$ cat src/include/rtv_pkg.sv
// Shared constants and carriers for the reactor trip voting logic.
// Assumes a 250 MHz system clock and a classic Wishbone register bus.
package rtv_pkg;

	// Register byte offsets.
	localparam logic [7:0] ADR_STATUS = 8'h00;
	localparam logic [7:0] ADR_CAUSE = 8'h04;
	localparam logic [7:0] ADR_DELAY = 8'h08;

	// Backup circuit delay, counted in millisecond ticks.
	localparam logic [15:0] DELAY_RST = 16'h03E8;
	localparam int TICK_US = 1000;
	localparam int CLK_MHZ = 250;
	localparam int TICK_CYC = TICK_US * CLK_MHZ;

	// Status register field positions.
	localparam int ST_DEMAND = 0;
	localparam int ST_P6 = 1;
	localparam int ST_P7 = 2;
	localparam int ST_P8 = 3;
	localparam int ST_P10 = 4;
	localparam int ST_IR_BYP = 5;
	localparam int ST_SR_BYP = 6;
	localparam int ST_SR_BLK = 7;
	localparam int ST_TURB = 8;
	localparam int ST_BACKUP = 9;

	// Cause register field positions, one per trip function.
	localparam int CB_IR = 0;
	localparam int CB_SR = 1;
	localparam int CB_OT = 2;
	localparam int CB_OP = 3;
	localparam int CB_PLO = 4;
	localparam int CB_PHI = 5;
	localparam int CB_LVL = 6;
	localparam int CB_FLOW = 7;
	localparam int CB_PUMP = 8;
	localparam int CB_BUS = 9;
	localparam int CB_SI = 10;
	localparam int CB_TURB = 11;
	localparam int N_CAUSE = 12;

	// Channel bistable flags, all active high.
	typedef struct packed {
		logic [1:0] ir_high;
		logic [1:0] sr_high;
		logic [1:0] ir_p6;
		logic [3:0] pr_p10;
		logic [3:0] pr_p8;
		logic [1:0] tfs_p7;
		logic [2:0] ot_exc;
		logic [2:0] op_exc;
		logic [2:0] pzr_lo;
		logic [2:0] pzr_hi;
		logic [2:0] pzr_lvl;
		logic [8:0] flow_low;
		logic [2:0] pump_open;
		logic [2:0] bus_uv;
		logic [2:0] bus_uf;
		logic si_act;
		logic [2:0] oil_low;
		logic [3:0] stop_shut;
		logic [8:0] sg_low;
		logic c20;
	} chan_t;

	// Operator commands, all active high.
	typedef struct packed {
		logic ir_byp_req;
		logic sr_byp_req;
		logic sr_rst_a;
		logic sr_rst_b;
	} manual_t;

endpackage

$ cat src/core/sync_bank.sv
// Two-flip-flop synchroniser bank for asynchronous pin inputs.
// Assumes each bit is an independent level; no bus coherence is implied.
`timescale 1ns/1ps
`default_nettype none
module sync_bank #(
	parameter int W = 1
) (
	// Clock and reset.
	input wire logic clk_i,
	input wire logic rst_i,
	// Data.
	input wire logic [W-1:0] d_i,
	output logic [W-1:0] q_o
);

	logic [W-1:0] meta_r;
	logic [W-1:0] sync_r;

	// The first stage feeds only the second stage.
	always_ff @(posedge clk_i) begin
		if (rst_i) begin
			meta_r <= '0;
			sync_r <= '0;
		end else begin
			meta_r <= d_i;
			sync_r <= meta_r;
		end
	end

	assign q_o = sync_r;

endmodule
`default_nettype wire

$ cat src/core/reactor_trip_voting_logic.sv
// Coincidence voting and permissive logic forming the reactor trip demand.
// Assumes bistable flags and operator commands arrive asynchronously on
// pins, and that a classic Wishbone master reaches the registers.
// How it works
// Either intermediate range flag trips unless bypassed.
// Intermediate bypass accepted only at two-of-four high.
// Three-of-four low cancels intermediate bypass.
// Either source range flag trips unless bypassed.
// Source bypass accepted with one intermediate above P-6.
// Both intermediate below P-6 reinstates source trip.
// P-10 permissive also blocks the source trip.
// Below P-10, coincident reinstate commands restore source trip.
// Two-of-three overtemperature loops trip.
// Two-of-three overpower loops trip.
// Two-of-three low pressure trips unless blocked.
// Low pressure blocked: three-of-four low and both turbine low.
// Two-of-three high pressure always trips.
// Two-of-three high level trips unless blocked.
// Level blocked: three-of-four low or both turbine low.
// Loop low flow: two loops above P-7, one above P-8.
// Pump breakers open: two above P-7, one above P-8.
// Two buses undervoltage or underfrequency above P-7 trip.
// Safety injection always trips.
// Turbine trip: two-of-three oil or four stop valves.
// Turbine trip becomes reactor trip only above 10%.
// Backup circuit trips turbine after delay above C-20.
// P-10 sets at two-of-four high, clears three-of-four low.
// Trip output is energized normally, drops on demand.
// Loop limit comparisons arrive as ready exceed flags.
// Inputs synchronised; all trip functions ORed together.
`timescale 1ns/1ps
`default_nettype none
module reactor_trip_voting_logic
	import rtv_pkg::*;
#(
	parameter int TICK_CYCLES = TICK_CYC
) (
	// Clock and reset.
	input wire logic clk_i,
	input wire logic rst_i,
	// Channel flags and operator commands.
	input wire chan_t chan_i,
	input wire manual_t manual_i,
	// Breaker and turbine outputs.
	output logic trip_hold_o,
	output logic turb_trip_o,
	// Wishbone slave.
	input wire logic wb_cyc_i,
	input wire logic wb_stb_i,
	input wire logic wb_we_i,
	input wire logic [7:0] wb_adr_i,
	input wire logic [3:0] wb_sel_i,
	input wire logic [31:0] wb_dat_i,
	output logic [31:0] wb_dat_o,
	output logic wb_ack_o
);

	// Counts of asserted bits in small vote groups.
	function automatic logic [2:0] ones4(input logic [3:0] v);
		ones4 = {2'b00, v[0]} + {2'b00, v[1]} + {2'b00, v[2]} + {2'b00, v[3]};
	endfunction

	function automatic logic [1:0] ones3(input logic [2:0] v);
		ones3 = {1'b0, v[0]} + {1'b0, v[1]} + {1'b0, v[2]};
	endfunction

	function automatic logic vote23(input logic [2:0] v);
		vote23 = (v[0] & v[1]) | (v[0] & v[2]) | (v[1] & v[2]);
	endfunction

	chan_t ch;
	manual_t man;

	// Every pin input crosses two flip-flops before any vote sees it.
	sync_bank #(.W($bits(chan_t))) u_sync_chan (
		.clk_i(clk_i),
		.rst_i(rst_i),
		.d_i(chan_i),
		.q_o(ch)
	);

	sync_bank #(.W($bits(manual_t))) u_sync_man (
		.clk_i(clk_i),
		.rst_i(rst_i),
		.d_i(manual_i),
		.q_o(man)
	);

	// Power range counts used by the P-7, P-8 and P-10 permissives.
	logic [2:0] pr_hi_cnt;
	logic [2:0] p8_cnt;
	logic pr_two_high;
	logic pr_three_low;
	logic tfs_both_low;
	logic p6;
	logic p7;
	logic p8;

	assign pr_hi_cnt = ones4(ch.pr_p10);
	assign p8_cnt = ones4(ch.pr_p8);
	// Two of four above means at most two below, so set and clear never
	// overlap; between them they cover every count, so the permissive has no hold band.
	assign pr_two_high = (pr_hi_cnt >= 3'd2);
	assign pr_three_low = (pr_hi_cnt <= 3'd1);
	assign tfs_both_low = ~ch.tfs_p7[0] & ~ch.tfs_p7[1];
	assign p6 = |ch.ir_p6;
	// P-7 is the low power block seen from above: it is on unless both
	// the nuclear and the turbine sides read low.
	assign p7 = ~(pr_three_low & tfs_both_low);
	assign p8 = (p8_cnt >= 3'd2);

	// P-10 permissive, registered; its set and clear points leave no count where it holds.
	logic p10_r;
	always_ff @(posedge clk_i) begin
		if (rst_i) begin
			p10_r <= 1'b0;
		end else if (pr_two_high) begin
			p10_r <= 1'b1;
		end else if (pr_three_low) begin
			p10_r <= 1'b0;
		end
	end

	// Intermediate range bypass: taken by command only at two-of-four
	// high, dropped automatically at three-of-four low.
	logic ir_byp_r;
	always_ff @(posedge clk_i) begin
		if (rst_i) begin
			ir_byp_r <= 1'b0;
		end else if (pr_three_low) begin
			ir_byp_r <= 1'b0;
		end else if (man.ir_byp_req && pr_two_high) begin
			ir_byp_r <= 1'b1;
		end
	end

	// Source range manual bypass. Reinstatement wins over a standing
	// request so the operator cannot hold the bypass through a fall.
	logic sr_byp_r;
	logic sr_coinc;
	assign sr_coinc = man.sr_rst_a & man.sr_rst_b;
	always_ff @(posedge clk_i) begin
		if (rst_i) begin
			sr_byp_r <= 1'b0;
		end else if (!p6) begin
			sr_byp_r <= 1'b0;
		end else if (sr_coinc && !p10_r) begin
			sr_byp_r <= 1'b0;
		end else if (man.sr_byp_req) begin
			sr_byp_r <= 1'b1;
		end
	end

	// Source range block while P-10 stands, unless coincidently
	// reinstated after P-10 clears; the override lasts until P-10 sets.
	// The override drops on the same edge that sets P-10, so the block
	// never misses a cycle while the permissive rises.
	logic sr_keep_r;
	always_ff @(posedge clk_i) begin
		if (rst_i) begin
			sr_keep_r <= 1'b0;
		end else if (p10_r || pr_two_high) begin
			sr_keep_r <= 1'b0;
		end else if (sr_coinc) begin
			sr_keep_r <= 1'b1;
		end
	end

	logic sr_blk;
	assign sr_blk = sr_byp_r | (p10_r & ~sr_keep_r);

	// Per loop votes: low flow per loop, low level per steam generator.
	logic [2:0] loop_low;
	logic [2:0] sg_low;
	genvar gi;
	generate
		for (gi = 0; gi < 3; gi++) begin : g_loop
			assign loop_low[gi] = vote23(ch.flow_low[3*gi +: 3]);
			assign sg_low[gi] = vote23(ch.sg_low[3*gi +: 3]);
		end
	endgenerate

	logic [2:0] bus_bad;
	assign bus_bad = ch.bus_uv | ch.bus_uf;

	// Individual trip functions.
	logic [N_CAUSE-1:0] fn;
	logic turb_recog;
	// Limit comparisons are done upstream; only the flags are voted.
	assign turb_recog = vote23(ch.oil_low) | (&ch.stop_shut);
	always_comb begin
		fn = '0;
		fn[CB_IR] = (|ch.ir_high) & ~ir_byp_r;
		fn[CB_SR] = (|ch.sr_high) & ~sr_blk;
		fn[CB_OT] = vote23(ch.ot_exc);
		fn[CB_OP] = vote23(ch.op_exc);
		fn[CB_PLO] = vote23(ch.pzr_lo) & p7;
		fn[CB_PHI] = vote23(ch.pzr_hi);
		fn[CB_LVL] = vote23(ch.pzr_lvl) & ~(pr_three_low | tfs_both_low);
		fn[CB_FLOW] = (p7 & (ones3(loop_low) >= 2'd2)) | (p8 & (|loop_low));
		fn[CB_PUMP] = (p7 & (ones3(ch.pump_open) >= 2'd2)) | (p8 & (|ch.pump_open));
		fn[CB_BUS] = p7 & (ones3(bus_bad) >= 2'd2);
		fn[CB_SI] = ch.si_act;
		fn[CB_TURB] = turb_recog & p7;
	end

	// Registered demand and energized hold output. Reset leaves the
	// output de-energized: an unready device must never hold rods out.
	logic demand_r;
	logic hold_r;
	always_ff @(posedge clk_i) begin
		if (rst_i) begin
			demand_r <= 1'b1;
			hold_r <= 1'b0;
		end else begin
			demand_r <= |fn;
			hold_r <= ~(|fn);
		end
	end
	assign trip_hold_o = hold_r;

	// Millisecond tick divider for the backup circuit delay.
	logic [31:0] div_r;
	logic tick;
	assign tick = (div_r == 32'(TICK_CYCLES - 1));
	always_ff @(posedge clk_i) begin
		if (rst_i || tick) begin
			div_r <= '0;
		end else begin
			div_r <= div_r + 32'd1;
		end
	end

	// Backup circuit: counts whole ticks while armed and trips the
	// turbine once the programmed delay is reached. Any drop of the
	// arming condition restarts the delay from zero.
	logic [15:0] delay_r;
	logic [15:0] bk_cnt_r;
	logic backup_r;
	logic armed;
	assign armed = ch.c20 & (ones3(sg_low) >= 2'd2);
	always_ff @(posedge clk_i) begin
		if (rst_i || !armed) begin
			bk_cnt_r <= '0;
			backup_r <= 1'b0;
		end else if (bk_cnt_r >= delay_r) begin
			backup_r <= 1'b1;
		end else if (tick) begin
			bk_cnt_r <= bk_cnt_r + 16'd1;
		end
	end
	assign turb_trip_o = backup_r;

	// Wishbone access decode. The answer comes one cycle after the
	// request; the write lands on the edge where the master sees ack.
	logic ack_r;
	logic req;
	logic wr_now;
	assign req = wb_cyc_i & wb_stb_i;
	assign wr_now = req & wb_we_i & ack_r;
	always_ff @(posedge clk_i) begin
		if (rst_i) begin
			ack_r <= 1'b0;
		end else begin
			ack_r <= req & ~ack_r;
		end
	end
	assign wb_ack_o = ack_r;

	// Status word showing the block's own state.
	logic [31:0] status;
	always_comb begin
		status = '0;
		status[ST_DEMAND] = demand_r;
		status[ST_P6] = p6;
		status[ST_P7] = p7;
		status[ST_P8] = p8;
		status[ST_P10] = p10_r;
		status[ST_IR_BYP] = ir_byp_r;
		status[ST_SR_BYP] = sr_byp_r;
		status[ST_SR_BLK] = sr_blk;
		status[ST_TURB] = turb_recog;
		status[ST_BACKUP] = backup_r;
	end

	// Sticky record of which functions have tripped; writing ones clears.
	// A trip present in the clearing cycle sets the bit again.
	logic [N_CAUSE-1:0] cause_r;
	logic [N_CAUSE-1:0] cause_clr;
	logic [31:0] clr_mask;
	always_comb begin
		clr_mask = '0;
		for (int b = 0; b < 4; b++) begin
			if (wb_sel_i[b]) begin
				clr_mask[8*b +: 8] = wb_dat_i[8*b +: 8];
			end
		end
		if (!(wr_now && wb_adr_i == ADR_CAUSE)) begin
			clr_mask = '0;
		end
	end
	assign cause_clr = clr_mask[N_CAUSE-1:0];
	always_ff @(posedge clk_i) begin
		if (rst_i) begin
			cause_r <= '0;
		end else begin
			cause_r <= (cause_r & ~cause_clr) | fn;
		end
	end

	// Programmable backup delay, byte lanes honoured.
	always_ff @(posedge clk_i) begin
		if (rst_i) begin
			delay_r <= DELAY_RST;
		end else if (wr_now && wb_adr_i == ADR_DELAY) begin
			if (wb_sel_i[0]) begin
				delay_r[7:0] <= wb_dat_i[7:0];
			end
			if (wb_sel_i[1]) begin
				delay_r[15:8] <= wb_dat_i[15:8];
			end
		end
	end

	// Read data captured in the request cycle; unmapped reads give zero.
	logic [31:0] rdat_r;
	always_ff @(posedge clk_i) begin
		if (rst_i) begin
			rdat_r <= '0;
		end else if (req && !ack_r) begin
			if (wb_adr_i == ADR_STATUS) begin
				rdat_r <= status;
			end else if (wb_adr_i == ADR_CAUSE) begin
				rdat_r <= {{(32-N_CAUSE){1'b0}}, cause_r};
			end else if (wb_adr_i == ADR_DELAY) begin
				rdat_r <= {16'h0000, delay_r};
			end else begin
				rdat_r <= '0;
			end
		end
	end
	assign wb_dat_o = rdat_r;

endmodule
`default_nettype wire

$ cat config.mk
export PLATFORM = sky130hd
export DESIGN_NAME = reactor_trip_voting_logic
export DESIGN_NICKNAME = d
export VERILOG_FILES = /design/src/include/rtv_pkg.sv /design/src/core/sync_bank.sv /design/src/core/reactor_trip_voting_logic.sv
export SDC_FILE = /design/constraint.sdc
export NUM_CORES = 1
export LEC_CHECK = 0
export ABC_AREA = 1
export BUFFER_PORTS_ARGS = -buffer_cell sky130_fd_sc_hd__buf_2
export CORE_MARGIN = 8
export CORE_UTILIZATION = 30
export DETAILED_ROUTE_END_ITERATION = 8
export SYNTH_ARGS = -nofsm -noshare
export SYNTH_HDL_FRONTEND = slang
export SYNTH_HIERARCHICAL = 1
export SYNTH_SLANG_ARGS = --single-unit
$ cat constraint.sdc
create_clock -name clk_i -period 2.6 [get_ports clk_i]
set_clock_uncertainty 0.1 [all_clocks]
set_input_delay 0.26 -clock clk_i [delete_from_list [all_inputs] [get_ports clk_i]]
set_output_delay 0.26 -clock clk_i [all_outputs]
set_load 0.02 [all_outputs]
# Yosys cells after proc, flatten, opt, wreduce, memory -nomap -nowiden
# Cells that the tools add are included.
# classes
add_sub_neg	16
n_mul	0
div	0
n_lt_le_gt_ge	8
eq_ne	3
shift	0
muxes	8
n_bitwise	99
n_reduce_logical	26
# op_table
op	count
$and A1 B1 Y1	55
$mux W16	3
$add A32 B1 Y32 const B	1
$eq A32 B18 Y1 const B	1
$or A1 B1 Y1	29
$add A16 B1 Y16 const B	1
$ge A16 B16 Y1	1
$add A1 B1 Y2	6
$and A12 B12 Y12	1
$mux W12	1
$not A12 Y12	1
$or A12 B12 Y12	1
$reduce_or A12 Y1	1
$not A1 Y1	11
$reduce_or A2 Y1	5
$reduce_or A3 Y1	3
$add A2 B1 Y2	4
$eq A8 B3 Y1 const B	1
$eq A8 B4 Y1 const B	1
$ge A2 B2 Y1 const B	4
$logic_not A8 Y1	1
$mux W8	1
$add A2 B1 Y3	2
$add A3 B1 Y3	2
other kinds (11)	23
# totals
ff_bits	258
latch_bits	0
ramBits	0
mem_bits_ro	0
inputBits	120
out_inout_bits	35
memories	0

# Logic depth before layout (Yosys ltp)
# Gate-level depths: netlist (run 1).
# depth
word_depth	10
mapped_depth	14
mapped_depth_nobuf	14

# Hierarchy
# Netlist (run 1), hierarchy kept.
# modules_own_cells
module	n_inst	cells_per_inst	area_per_inst_um2
reactor_trip_voting_logic	1	850	5861.9
sync_bank (u_sync_chan)	1	417	3832.4
sync_bank (u_sync_man)	1	25	231.5

# Worst setup path before layout (run 1)
# Ideal clock, no wire load.
# synth_timing
path_kind	register to register
startpoint	register u_sync_chan.sync_r[57], in the netlist u_sync_chan/q_o[57]
endpoint	register demand_r
t_arrival_ns	1.634
setup_slack_ns	0.752
stages_incl_launch_ff	10
n_path_buf	0
synth_period_minus_slack_ns	1.848
cell_sequence	dfxtp_1 fa_1 a21oi_1 nand2_1 o21ai_0 nand2_1 nor2_1 nand3_1 nor2_1 inv_1
# synth_between
elab_chain_len	9
word_cells_on_any_way	17
classes_between	add/sub (3); order compare (1); bitwise (12); reduce/logical (1)
# synth_rtl
item	line	source
from (decl)	sync_bank.sv:17	logic [W-1:0] sync_r;
from (signal assigned)	sync_bank.sv:26	sync_r <= meta_r;
$add A1 B1 Y2 (*)	reactor_trip_voting_logic.sv:60	ones4 = {2'b00, v[0]} + {2'b00, v[1]} + {2'b00, v[2]} + {2'b00, v[3]};
$add A2 B1 Y3 (*)	reactor_trip_voting_logic.sv:60	
$add A3 B1 Y3 (*)	reactor_trip_voting_logic.sv:60	
$le A3 B1 Y1 (*)	reactor_trip_voting_logic.sv:104	assign pr_three_low = (pr_hi_cnt <= 3'd1);
$and A1 B1 Y1	reactor_trip_voting_logic.sv:109	assign p7 = ~(pr_three_low & tfs_both_low);
$not A1 Y1	reactor_trip_voting_logic.sv:109	
$and A1 B1 Y1 (on tied branches)	reactor_trip_voting_logic.sv:200, reactor_trip_voting_logic.sv:201	
$or A1 B1 Y1 (on tied branches)	reactor_trip_voting_logic.sv:200, reactor_trip_voting_logic.sv:201	
$reduce_or A12 Y1 (*)	reactor_trip_voting_logic.sv:216	demand_r <= |fn;
to (signal assigned)	reactor_trip_voting_logic.sv:216	
to (decl)	reactor_trip_voting_logic.sv:209	logic demand_r;
# Mark *: on every way between the ends. The rest lies on a longest branch, timed or not.
# A chain may end at the register's enable or synchronous reset.

# Worst setup path in the final report (run 1)
# Same ends and word-level chain as after synthesis.

==> results.md, run 1 <==
- The flow ran to the end, and the final reports show no timing, DRC or antenna violations.
- The sequential area share after synthesis is 48.8%.
- The fraction of layout cells with a size suffix above 1 is 14.6%.
- For the worst setup path, the data arrival time is 2.44 ns.
- The total standard cell area after synthesis is 9930 um2.
- The maximum operating frequency is 473 MHz.
- For this run, design rule violations remaining after detail routing come to 0.
- The root buffer cell chosen for the clock tree is clkbuf_16.
- The signed area change from the synthesized netlist to the final layout is 26.6%.
- The number of global-route vias before repair came to 8418.
- Among all flip-flop cells after synthesis, the most frequent one is dfxtp_1.
- The y dimension of the die is 198 um.
- The kind of end point of the critical path is a register.
- The async set-or-reset flop fraction in the synthesized netlist is 0%.
- The number of port buffers is 120.
- The largest total area in the synthesized netlist belongs to dfxtp_1.
- The routability congestion estimate from global placement is 0.854.
- In the post-route analysis, the smallest setup slack over all paths is 0.485 ns.
- The share of synthesized area in the top cell type comes to 48.8%.
- Setup violations remaining at the end of the flow were counted as 0.
- The clock network latency to the later pin of the worst-skew pair is ~0.53 ns.
- For this configuration, the core starts out at a cell density of 30.5%.
- Before CTS, the worst setup slack after placement is 0.500 ns.
- Among all stages on the critical path, the largest delay is contributed by fa_1.
- The commonest cells after synthesis are dfxtp_1, inv_1, nor2_1.
- The clock network accounts for approximately 45% of the total power.
- The net load switching power is 1.83 mW.
- Counting the fill cells in the layout gives 3345.
- The post-CTS setup buffer count is 0.
- The worst-case IR drop observed on VDD is 419 uV.
- The register bit count reported by yosys is 242.
- The synthesized area per cell is between 7 and 8 um2.
- After detailed routing, the total wire length is ~24000 um.
- The half-perimeter wire length after detailed placement is around 17000 um.
- Dividing the detail-routed wire length by the instance count gives 12.2 um.
- Of the available clock period, the critical path in the final layout requires between 80% and 90%.
- The max-slew violation total from the final report is 0.
- The initial antenna violation count is 0.
- The worst-case clock buffer depth is 3.
- The final layout contains 1642 nets.
- Once detail routing completed, the nets flagged for antenna violations numbered 0.
- The TritonCTS buffer count is 25.
- Walking the worst path, the cells encountered are fa_1 > a21oi_1 > buf_4 > nand2_1 > o21ai_1 > nand3_1 > nor2_1 > nand3_1 > nor2_1 > inv_1.
- STA classifies the critical path startpoint as a register.
- In this run, flip-flops and latches consume roughly half of the power.
- In this run switching power makes up ~23% of total power.
- The maximum net fanout on the critical path is 6.
- The transition time at the pin with the least slew margin is between 0.5 and 0.6 ns.
- Combinational cells account for 6.2% of the total power.
- The most common cell in the netlist is dfxtp_1.
- The internal portion of the total power is 6.17 mW.
- The number of I/O pins is 155.
- The synthesized instance count is 1292.
- Setup repair after global routing left no endpoint under its margin.
- Summed over all layers, the global routing overflow is 0.
- The post-route setup TNS is 0 ns.
- Row generation in the floorplan step produced 66 rows.
- For this run, the slowest stage of the critical path takes ~0.48 ns.
- The level count of the clock H-tree is 1.
- Counting I/O delays and the setup requirement, the final critical path takes ~2.1 ns.
- The number of maximum-capacitance constraint violations is 0.
- The synthesized netlist contains between 40 and 50 unique library cells.
- The overall die width is 198 um.
- The number of iterations in the first detailed-routing pass is 4.
- The die covers between 30000 and 40000 um2.
- The worst hold-check path type is primary input to register.
- Yosys printed 6 warnings.
- The overall via count from detail_route is between 8000 and 9000.
- For this design the ratio of total power to cell area is 637 nW/um2.
- The first global-routing pass estimated 40300 um of wire.
- Headroom to the max-slew limit came out at 64.6%.
- For this design the static power due to leakage is 5.69 nW.
- The detailed-route vias per instance is 4.27.
- After clock tree synthesis, the clock-pin slew on the worst setup and hold paths is 0.06 ns.
- The number of gates resized after CTS is 0.
- The classification of the worst setup path is register to register.
- In the post-synthesis netlist, the biggest area contributors are dfxtp_1, inv_1, nor2_1.
- The core footprint is 32500 um2.
- The final hold violation count is 0.
- The pin count of the biggest net entering global routing is 100.
- The clock net in this run drives a total of 242 sinks.
- TritonCTS built the clock tree.
- The required time of the critical path is between 2 and 3 ns.
- The violation count after the first detailed-route iteration is 387.
- The all-layer global routing usage is 12.3%.
- Counting flops with a built-in enable in the synthesized netlist gives 0.
-- final timing paths --
| path | startpoint | end | slack (ns) | cells past startpoint |
|---|---|---|---|---|
| min reg2reg | u_sync_chan/meta_r[30]$_SDFF_PP0_ | u_sync_chan/q_o[30]$_SDFF_PP0_ | 0.30 | 2 |
| max reg2reg | u_sync_chan/q_o[57]$_SDFF_PP0_ | demand_r$_SDFF_PP1_ | 0.48 | 10 |
| min | wb_dat_i[8] | delay_r[8]$_SDFFE_PP1P_ | 0.05 | 3 |
| max | u_sync_chan/q_o[57]$_SDFF_PP0_ | demand_r$_SDFF_PP1_ | 0.48 | 10 |
-- registers in the layout, indices dropped and copies added, names as in the netlist --
name / flops
wb_ack_o: 1
delay_r: 16
trip_hold_o: 1
u_sync_chan/meta_r: 67
demand_r: 1
u_sync_man/q_o: 4
cause_r: 12
bk_cnt_r: 16
u_sync_man/meta_r: 4
div_r: 32
sr_keep_r: 1
sr_byp_r: 1
wb_dat_o: 16
u_sync_chan/q_o: 67
ir_byp_r: 1
p10_r: 1
turb_trip_o: 1
-- repair_timing --
item,4_1_cts,5_1_grt
hold buffers,83,0
endpoints found under the hold margin,84,0
setup endpoints to repair,0,0
-- logic make-up (layout without fill, tap and decap cells) --
logic type	after synthesis	count (layout)	share of synthesized area (%)
AO/OA/AOI/OAI	157	157	8.66
flip-flops	242	242	48.8
AND/OR/NAND/NOR	555	555	24.8
other	1	17	0.0378
adder cells (fa/ha/maj)	29	29	3.68
buffers and inverters	292	502	12.6
XOR/XNOR	16	16	1.41
-- through the flow --
| step | area (um2) | total power, mW | hold WS (ns) | cells | util (%) |
|---|---|---|---|---|---|
| 6_report | 12600 | 8.00 | 0.0501 | 1960 | 38.6 |
| 3_3_place_gp | 10900 | 4.36 | 0.290 | 1830 | 33.5 |
| 2_1_floorplan | 9980 | 4.22 | 0.267 | 1307 | - |
| 5_1_grt | 12600 | 8.33 | 0.0530 | 1959 | 38.6 |
| 4_1_cts | 12600 | 8.10 | 0.0370 | 1959 | 38.6 |
| 3_5_place_dp | 10900 | 4.36 | 0.292 | 1830 | 33.5 |
-- power by group through the flow --
stage | clock [mW] | sequential [mW] | combinational [mW]
finish | 3.63 | 3.88 | 0.497
global route | 3.88 | 3.89 | 0.561
CTS | 3.72 | 3.88 | 0.498
detailed placement | 0 | 3.96 | 0.399
global placement | 0 | 3.96 | 0.395
floorplan | 0 | 3.96 | 0.258
-- cell usage in the layout, fill, tap and decap left out, types with 14 or more instances in the layout --
| cell | synthesis | layout |
|---|---|---|
| buf_2 | 15 | 119 |
| dfxtp_1 | 242 | 242 |
| a21oi_1 | 77 | 77 |
| nand4_1 | 32 | 32 |
| nor2_2 | 17 | 17 |
| o21ai_0 | 31 | 31 |
| ha_1 | 22 | 22 |
| buf_4 | 16 | 14 |
| inv_1 | 233 | 233 |
| o21ai_1 | 18 | 18 |
| conb_1 | 1 | 16 |
| nand2_1 | 191 | 191 |
| dlygate4sd3_1 | 0 | 83 |
| nor2_1 | 228 | 228 |
| clkbuf_16 | 0 | 25 |
| nand3_1 | 49 | 49 |
-- worst max-delay path: cells and delay by family (launching register included) --
| family | cells | cell delay, ns |
|---|---|---|
| buf+inv | 2 | 0.20 |
| fa+ha+maj | 1 | 0.48 |
| flops | 1 | 0.32 |
| compound gates | 2 | 0.36 |
| simple gates | 5 | 0.57 |
-- layout make-up --
type,count,area [um2],share of cell area [%]
Timing Repair Buffer,217,1550,12.3
Sequential cell,242,4840,38.5
Clock inverter,17,194,1.54
Clock buffer,29,641,5.10
Multi-Input combinational cell,773,3890,30.9
Inverter,239,897,7.14
Tap cell,442,553,4.40
Antenna cell,1,2.50,0.0199
-- routing by layer --
metal / GRT usage [%] / wire (um)
met4: 5.25 / 898
met5: 0 / 0
met3: 2.70 / 1330
met1: 14.4 / 10300
met2: 21.4 / 11400
Power figures use the tool's default switching activity.
==> inputs of run 2 (changes only) <==
- ABC_AREA: 1 -> 0
- clock period: 2.6 -> 2 ns (I/O delays scaled with it)
==> run 2 against run 1 <==
  * The flow now finishes with violations (negative setup slack)
  * Combinational power increased by 33%
  * Utilization increased by 5.5 points
  * Worst hold slack improved by 0.0024 ns
  * Global-route usage decreased by 0.096 points
  * Critical path depth decreased by 2
  * Total power increased by 32%
  * Via count decreased by 14%
==> results.md, run 2 <==
- The effective utilization at floorplan was 30.4% (-0.061 points).
- The maximum net fanout on the critical path is 5 (-1).
- The number of maximum-capacitance constraint violations was 0 (unchanged).
- The transition time at the pin with the least slew margin was 0.553 ns (+0.0268 ns).
- The leftover overflow at the end of global routing came to 0 (unchanged).
- The worst-case clock buffer depth was 3 (unchanged).
- The switching share of power came to 22.1% (-0.87 points).
- The internal power component was 8.25 mW (+34%).
- The area growth from synthesis to layout is 44.8%.
- The detailed-route vias per instance is 4.34 (+1.7%).
- The clock network latency to the later pin of the worst-skew pair came to 0.54 ns (about the same).
- The overall via count from detail_route is 7215 (-14%).
- The number of distinct library cells after synthesis is 50 (+8.7%).
- The share of the cycle needed by the critical path after routing is 121% (+39 points).
- The violation count after the first detailed-route iteration is 256 (-34%).
- The startpoint class of the critical path is a register.
- The wire length of the first global-routing pass is 36400 um (-9.6%).
- The library cell used most frequently in the layout, excluding fill and tap cells, is dfxtp_1.
- The number of global-route vias before repair is 7284 (-13%).
- The final standard cell utilization of the core is 44.1% (+5.5 points).
- The wire length on met3 is 1330 um (unchanged).
- The worst path arrival time is 2.78 ns (+0.34 ns).
- The half-perimeter wire length after detailed placement is 15400 um (-10%).
- STA classifies the critical path endpoint as a register.
- The number of warning messages in the yosys log came to 6 (unchanged).
- The worst-case reg-to-reg path depth is 8 (-2).
- The post-route setup TNS came to -7.36 ns (-7.36 ns).
- The fraction of layout cells with a size suffix above 1 was 29.5% (+15 points).
- The share of total power in combinational logic is 6.2% (about the same).
- The average wire per cell in the routed design is 13.5 um (+11%).
- After detailed routing, no signal wire sits above met4.
- The synthesized instance count is 931 (-28%).
- The sequential area share after synthesis is 53.7% (+4.9 points).
- The part of the total power dissipated in sequential elements is 47.5% (-1.0 points).
- The power consumption is 10.6 mW (+32%).
- The number of inserted filler cells in the final layout came to 2845 (-15%).
- The required time of the critical path is 2.37 ns (-0.55 ns).
- The wire length on met2 is 10700 um (-5.7%).
- The register bit count reported by yosys is 242 (unchanged).
- The post-route worst setup slack is -0.412 ns (-0.896 ns).
- The standard cell with the maximum stage delay on the critical path is or4b_4.
- The all-layer global routing usage came to 12.2% (-0.096 points).
- The max-slew headroom at the worst pin is 63.1% (-1.4 points).
- The number of antenna-violating nets in the routed design was 0 (unchanged).
- The level count of the clock H-tree is 1 (unchanged).
- Walking the worst path, the cells encountered are inv_2 > ha_4 > nand4_1 > nor3_2 > or4b_4 > and4b_2 > a31o_4 > a21oi_2.
- The leakage power came to 5.40 nW (-5.1%).
- The ratio of total power to cell area was 810 nW/um2 (+27%).
- The number of stages on the worst setup path is 8 (-2).
- The setup slack on the worst flop-to-flop path is -0.41 ns (-0.90 ns).
- The checks that failed: negative setup slack.
- The buffers plus inverters on the worst setup path was 1 (-1).
- The core footprint is 29600 um2 (-8.9%).
- The final routed wirelength across all metal layers is 22500 um (-6.1%).
- The y dimension of the die is 189 um (-4.3%).
- The number of enable-type register cells in the synthesized netlist was 0 (unchanged).
- The critical path's largest stage delay is 0.52 ns (+0.04 ns).
- The final hold violation count is 0 (unchanged).
- The fraction of power consumed by the clock network is 46.3% (+1.0 points).
- The floorplan die area came to 35900 um2 (-8.4%).
- By area the synthesized netlist is led by dfxtp_1, nor2b_1, nor2_1.
- The routability congestion estimate from global placement is 0.807 (-5.5%).
- The overall die width is 189 um (-4.3%).
- The peak ir drop on the vdd network is 508 uV (+21%).
- The shortest clock period the worst path allows after layout is 2.41 ns (+0.296 ns).
- The floorplan row count came to 63 (-4.5%).
- After synthesis, the most frequently instantiated cells are dfxtp_1, nor2b_1, nor2_1.
- The number of antenna repair diodes is 0 (-1).
- TritonCTS built the clock tree.
- The number of remaining DRC errors was 0 (unchanged).
- The initial antenna violation count was 0 (unchanged).
- The tree is rooted in a clkbuf_16.
- The min-delay analysis places its worst path in the category primary input to register.
- The net load switching power is 2.33 mW (+27%).
- The number of I/O pins is 155 (unchanged).
- Setup repair after global routing could not meet its margin everywhere.
- The clock input transition at the sequential cells of the worst setup and hold paths was 0.06 ns (about the same).
- The critical path launch point is delay_r[15]$_SDFFE_PP0P_.
- The number of port buffers is 120 (unchanged).
- The terminus of the critical flop-to-flop path is bk_cnt_r[14]$_SDFFE_PP0P_.
- The most common cell in the synthesized netlist is dfxtp_1.
- The setup-violating endpoint count in the final report came to 22 (+22).
- The max-slew violation total from the final report is 0 (unchanged).
- Broken down by cell family, the worst path's largest delay share belongs to simple AND/OR/NAND/NOR gates.
- The total standard cell area after synthesis was 9020 um2 (-9.1%).
- The TritonCTS buffer count came to 27 (+8.0%).
- In this run the critical register-to-register path is launched from delay_r[15]$_SDFFE_PP0P_.
- The number of iterations in the first detailed-routing pass is 4 (unchanged).
- The most critical setup path has its endpoint at bk_cnt_r[14]$_SDFFE_PP0P_.
- The pin count of the biggest net entering global routing is 74 (-26%).
- In the layout the commonest cells are dfxtp_1, nor2b_1, buf_2.
- The synthesized area per cell is 9.69 um2 (+26%).
- The share of the synthesized area in the top cell type is 53.7% (+4.9 points).
- The dominant register cell in the synthesized netlist is dfxtp_1.
- The number of clock sinks came to 242 (unchanged).
- The net total in the final layout is 1395 (-15%).
- The setup path with the least slack is of type register to register.
- Of all cell types, the one taking the most synthesized area is dfxtp_1.
- The routed length on met1 is 9970 um (-3.6%).
- The flow ran to the end, but the final reports show violations.
- The maximum operating frequency is 415 MHz (-12%).
- The async set-or-reset flop fraction in the synthesized netlist was 0% (unchanged).
-- run 2: worst min-delay path, cell delays in order --
cell and delay (ns):
buf_2 0.09, nand2_1 0.08, nor2_1 0.12, nor2_1 0.11, nor3_1 0.05
-- run 2: final cells by class --
| type | instances | area, um2 | share of cell area, % |
|---|---|---|---|
| Clock buffer | 35 | 746 | 5.71 |
| Clock inverter | 14 | 149 | 1.14 |
| Inverter | 30 | 113 | 0.862 |
| Multi-Input combinational cell | 621 | 4190 | 32.1 |
| Sequential cell | 242 | 4870 | 37.3 |
| Tap cell | 390 | 488 | 3.73 |
| Timing Repair Buffer | 329 | 2510 | 19.2 |
-- run 2: power by group through the flow --
| stage | logic [mW] | clock network [mW] | registers [mW] |
|---|---|---|---|
| 2_1_floorplan | 0.297 | 0 | 5.13 |
| 3_3_place_gp | 0.490 | 0 | 5.13 |
| 3_5_place_dp | 0.494 | 0 | 5.13 |
| 4_1_cts | 0.650 | 5.04 | 5.03 |
| 5_1_grt | 0.728 | 5.25 | 5.04 |
| 6_report | 0.659 | 4.90 | 5.02 |
-- run 2: how the worst min path moves through the flow --
stage | from | endpoint | slack, ns | cells past startpoint
2_1_floorplan | rst_i | u_sync_man/meta_r[0]$_SDFF_PP0_ | 0.17 | 1
3_3_place_gp | chan_i[10] | u_sync_chan/meta_r[10]$_SDFF_PP0_ | 0.31 | 2
3_5_place_dp | chan_i[39] | u_sync_chan/meta_r[39]$_SDFF_PP0_ | 0.31 | 2
4_1_cts | wb_stb_i | wb_dat_o[11]$_SDFFE_PP0P_ | 0.03 | 5
5_1_grt | wb_stb_i | wb_dat_o[15]$_SDFFE_PP0P_ | 0.10 | 5
6_report | wb_stb_i | wb_dat_o[1]$_SDFFE_PP0P_ | 0.05 | 5
-- run 2: metal layers --
metal | up-vias | GRT usage, %
met2 | 169 | 20.8
met1 | 3282 | 15.4
li1 | 3723 | -
met4 | 0 | 3.16
met3 | 41 | 2.50
met5 | - | 0
-- run 2: through the flow --
stage	std cells	worst slack, ns	instance area [um2]	hold slack [ns]
after global routing	1661	-0.487	13100	0.102
after global placement	1509	-0.412	10800	0.310
after detailed placement	1509	-0.428	10800	0.312
after floorplan	946	-0.416	9190	0.172
after CTS	1659	-0.385	12900	0.0292
final	1661	-0.412	13100	0.0525
-- run 2: logic make-up (layout without fill, tap and decap cells) --
kind of cell | after synthesis | in the layout | synth area share [%]
other | 1 | 16 | 0.0416
multiplexers | 19 | 19 | 2.11
AO/OA/AOI/OAI | 108 | 108 | 7.03
buffers and inverters | 85 | 408 | 4.74
adder cells (fa/ha/maj) | 35 | 35 | 4.71
XOR/XNOR | 29 | 29 | 2.81
AND/OR/NAND/NOR | 412 | 414 | 24.9
flip-flops | 242 | 242 | 53.7
-- run 2: what timing repair did --
action | 4_1_cts | 5_1_grt
setup endpoints to repair | 54 | 51
setup buffers | 11 | 2
gates cloned | 3 | 0
gates resized for setup | 34 | 50
pin swaps | 17 | 24
hold buffers | 89 | 0
endpoints found under the hold margin | 108 | 0
==> inputs of run 3 (changes only) <==
- BUFFER_PORTS_ARGS: -buffer_cell sky130_fd_sc_hd__buf_2 -> default
- DONT_BUFFER_PORTS: default -> 1
- PLACE_DENSITY: default -> 0.45
- RECOVER_POWER: default -> 100
==> run 3 against run 2 <==
  * The flow still finishes with violations (negative setup slack)
  * Worst hold slack worse by 0.046 ns
  * Clock power hardly changed
  * Critical path depth is 1 lower
  * First-iteration DRC count is 1.2% lower
  * Utilization is 0.20 points higher
  * Total power is 0.35% lower
  * Flip-flop and latch count stayed put
  * Global-route usage is 0.24 points higher
  * Count of clock-buffer cells in the layout is 5 higher
  * Register-to-register slack hardly changed
  * Fmax is 0.46% higher
  * Largest power group unchanged
==> results.md, run 3 (synthesis results as in run 2) <==
- The max-slew violation total from the final report is 0 (unchanged).
- The fraction of layout cells with a size suffix above 1 came to 21.0% (-8.5 points).
- The net total in the final layout was 1332 (-4.5%).
- The overall die width is 189 um (unchanged).
- The wire length on met3 came to 917 um (-31%).
- The peak ir drop on the vdd network is 579 uV (+14%).
- The cell at the root of the clock tree is clkbuf_16.
- The detailed-route vias per instance is 4.34 (about the same).
- The commonest non-fill, non-tap cell in the layout is dfxtp_1.
- The dominant cell type by count on the critical path is or3_4.
- The standard cell with the maximum stage delay on the critical path is fa_1.
- The final routed wirelength across all metal layers is 23000 um (+2.2%).
- The clock tree from TritonCTS is built.
- The leftover overflow at the end of global routing was 0 (unchanged).
- The kind of end point of the critical path is a register.
- Setup repair after global routing could not meet its margin everywhere.
- The worst path arrival time is 2.70 ns (-0.08 ns).
- The all-layer global routing usage is 12.4% (+0.24 points).
- The area of all placed cells without fillers is 13100 um2 (+0.46%).
- The placed standard-cell area came to 10200 um2 (-5.6%).
- The ratio of total power to cell area is 803 nW/um2 (-0.80%).
- The overall via count from detail_route is 6934 (-3.9%).
- The classification of the worst setup path is register to register.
- The maximum operating frequency is 417 MHz (+0.46%).
- The violation count after the first detailed-route iteration is 253 (-1.2%).
- The pin count of the biggest net entering global routing is 101 (+36%).
- The number of global-route vias before repair is 7066 (-3.0%).
- The transition time at the pin with the least slew margin was 0.647 ns (+0.0945 ns).
- The wire length on met2 is 11200 um (+4.0%).
- The final hold slack is 0.00664 ns (-0.0459 ns).
- The leakage power came to 5.26 nW (-2.5%).
- The final standard cell count with taps included and fillers excluded is 1597 (-3.9%).
- The min-delay analysis places its worst path in the category primary input to register.
- The largest delay contributor family on the critical path is simple AND/OR/NAND/NOR gates.
- The floorplan row count is 63 (unchanged).
- The setup-violating endpoint count in the final report is 54 (+150%).
- The number of clock sinks is 242 (unchanged).
- The maximum net fanout on the critical path came to 4 (-1).
- The TritonCTS buffer count is 27 (unchanged).
- The final hold violation count is 0 (unchanged).
- The number of iterations in the first detailed-routing pass is 4 (unchanged).
- The routability congestion estimate from global placement is 0.731 (-9.5%).
- The level count of the clock H-tree was 1 (unchanged).
- The max-slew headroom at the worst pin is 56.9% (-6.3 points).
- The average wire per cell in the routed design is 14.4 um (+6.3%).
- The number of port buffers is 0 (-100%).
- The required time of the critical path is 2.30 ns (-0.07 ns).
- The clock network latency to the later pin of the worst-skew pair was 0.52 ns (-0.02 ns).
- The signed area change from the synthesized netlist to the final layout is 45.5%.
- The post-placement cell count is 1389 (-8.0%).
- The wire length of the first global-routing pass is 36500 um (+0.13%).
- The initial antenna violation count was 0 (unchanged).
- The worst-case clock buffer depth is 3 (unchanged).
- The number of antenna-violating nets in the routed design is 0 (unchanged).
- The critical path's largest stage delay is 0.46 ns (-0.06 ns).
- The startpoint class of the critical path is a register.
- The pre-CTS setup slack came to -0.439 ns (-0.0107 ns).
- The effective utilization at floorplan is 30.4% (unchanged).
- The half-perimeter wire length after detailed placement is 15500 um (+0.18%).
- The clock input transition at the sequential cells of the worst setup and hold paths is 0.06 ns (about the same).
- The core footprint is 29600 um2 (unchanged).
- The share of the cycle needed by the critical path after routing was 120% (-0.55 points).
- The y dimension of the die is 189 um (unchanged).
- The shortest clock period the worst path allows after layout is 2.40 ns (-0.0110 ns).
- The number of remaining DRC errors is 0 (unchanged).
- The number of maximum-capacitance constraint violations is 0 (unchanged).
- Walking the worst path, the cells encountered are fa_1 > a21o_1 > or3_4 > nand2_2 > nand2_1 > or3_4 > or3_1.
- The number of I/O pins was 155 (unchanged).
- The routed length on met1 is 10500 um (+5.7%).
- The post-route worst setup slack was -0.401 ns (+0.0110 ns).
- The checks that failed: negative setup slack.
- The flow ran to the end, but the final reports show violations.
- The floorplan die area is 35900 um2 (unchanged).
- The buffers plus inverters on the worst setup path is 0 (-1).
- The highest layer touched by signal routing is met4.
- The post-route setup TNS was -8.82 ns (-1.47 ns).
- The top cell types in the final layout, fill and taps aside, are dfxtp_1, dlygate4sd3_1, nor2b_1.
## run 3: changes by cell type in the layout (fill, tap and decap cells not counted), sizes merged, moves of 2 or more
cell	delta
nand4	-2
clkbuf	+13
buf	-129
dlygate4sd3	+60
clkinv	-6
## run 3: area by class of cell
class | instances | area [um2]
Antenna cell | 1 | 2.50
Clock buffer | 40 | 805
Clock inverter | 7 | 87.6
Fill cell | 2949 | 16500
Inverter | 30 | 113
Multi-Input combinational cell | 619 | 4270
Sequential cell | 242 | 4860
Tap cell | 390 | 488
Timing Repair Buffer | 268 | 2510
## run 3: worst reg2reg max path: cells and delay by family (launching register included)
| family | cells | cell delay, ns |
|---|---|---|
| flops | 1 | 0.32 |
| compound gates | 1 | 0.18 |
| fa+ha+maj | 1 | 0.46 |
| simple gates | 5 | 1.23 |
## run 3: repair_timing
item                                   CTS  global route
endpoints found under the hold margin  224             0
setup endpoints to repair               54            55
gates cloned                             1             4
setup buffers                            2             3
pin swaps                                9            38
gates resized for setup                 24            83
hold buffers                           150             0
## run 3: worst paths after layout
check	start	endpoint	slack (ns)	depth (start not counted)
max reg2reg	u_sync_chan/q_o[57]$_SDFF_PP0_	demand_r$_SDFF_PP1_	-0.40	7
min	wb_adr_i[3]	wb_dat_o[9]$_SDFFE_PP0P_	0.007	4
min reg2reg	u_sync_man/q_o[3]$_SDFF_PP0_	ir_byp_r$_SDFFE_PP0P_	0.33	1
max	u_sync_chan/q_o[57]$_SDFF_PP0_	demand_r$_SDFF_PP1_	-0.40	7
## run 3: per-stage QoR
step | utilization, % | power (mW)
after floorplan | - | 5.42
final | 44.3 | 10.5
after global placement | 34.4 | 5.44
after CTS | 43.0 | 10.7
after detailed placement | 34.4 | 5.44
after global routing | 44.3 | 11.0
## run 3: power breakdown
part | internal (mW) | switching [mW]
Sequential | 4.98 | 0.0549
Combinational | 0.349 | 0.253
Clock | 3.01 | 1.89
Total | 8.34 | 2.20
## run 3: per-layer routing
| metal | vias to the layer above | global-route usage [%] |
|---|---|---|
| met5 | - | 0 |
| met4 | 0 | 2.86 |
| met3 | 26 | 2.37 |
| met2 | 111 | 21.8 |
| met1 | 3203 | 15.5 |
| li1 | 3594 | - |
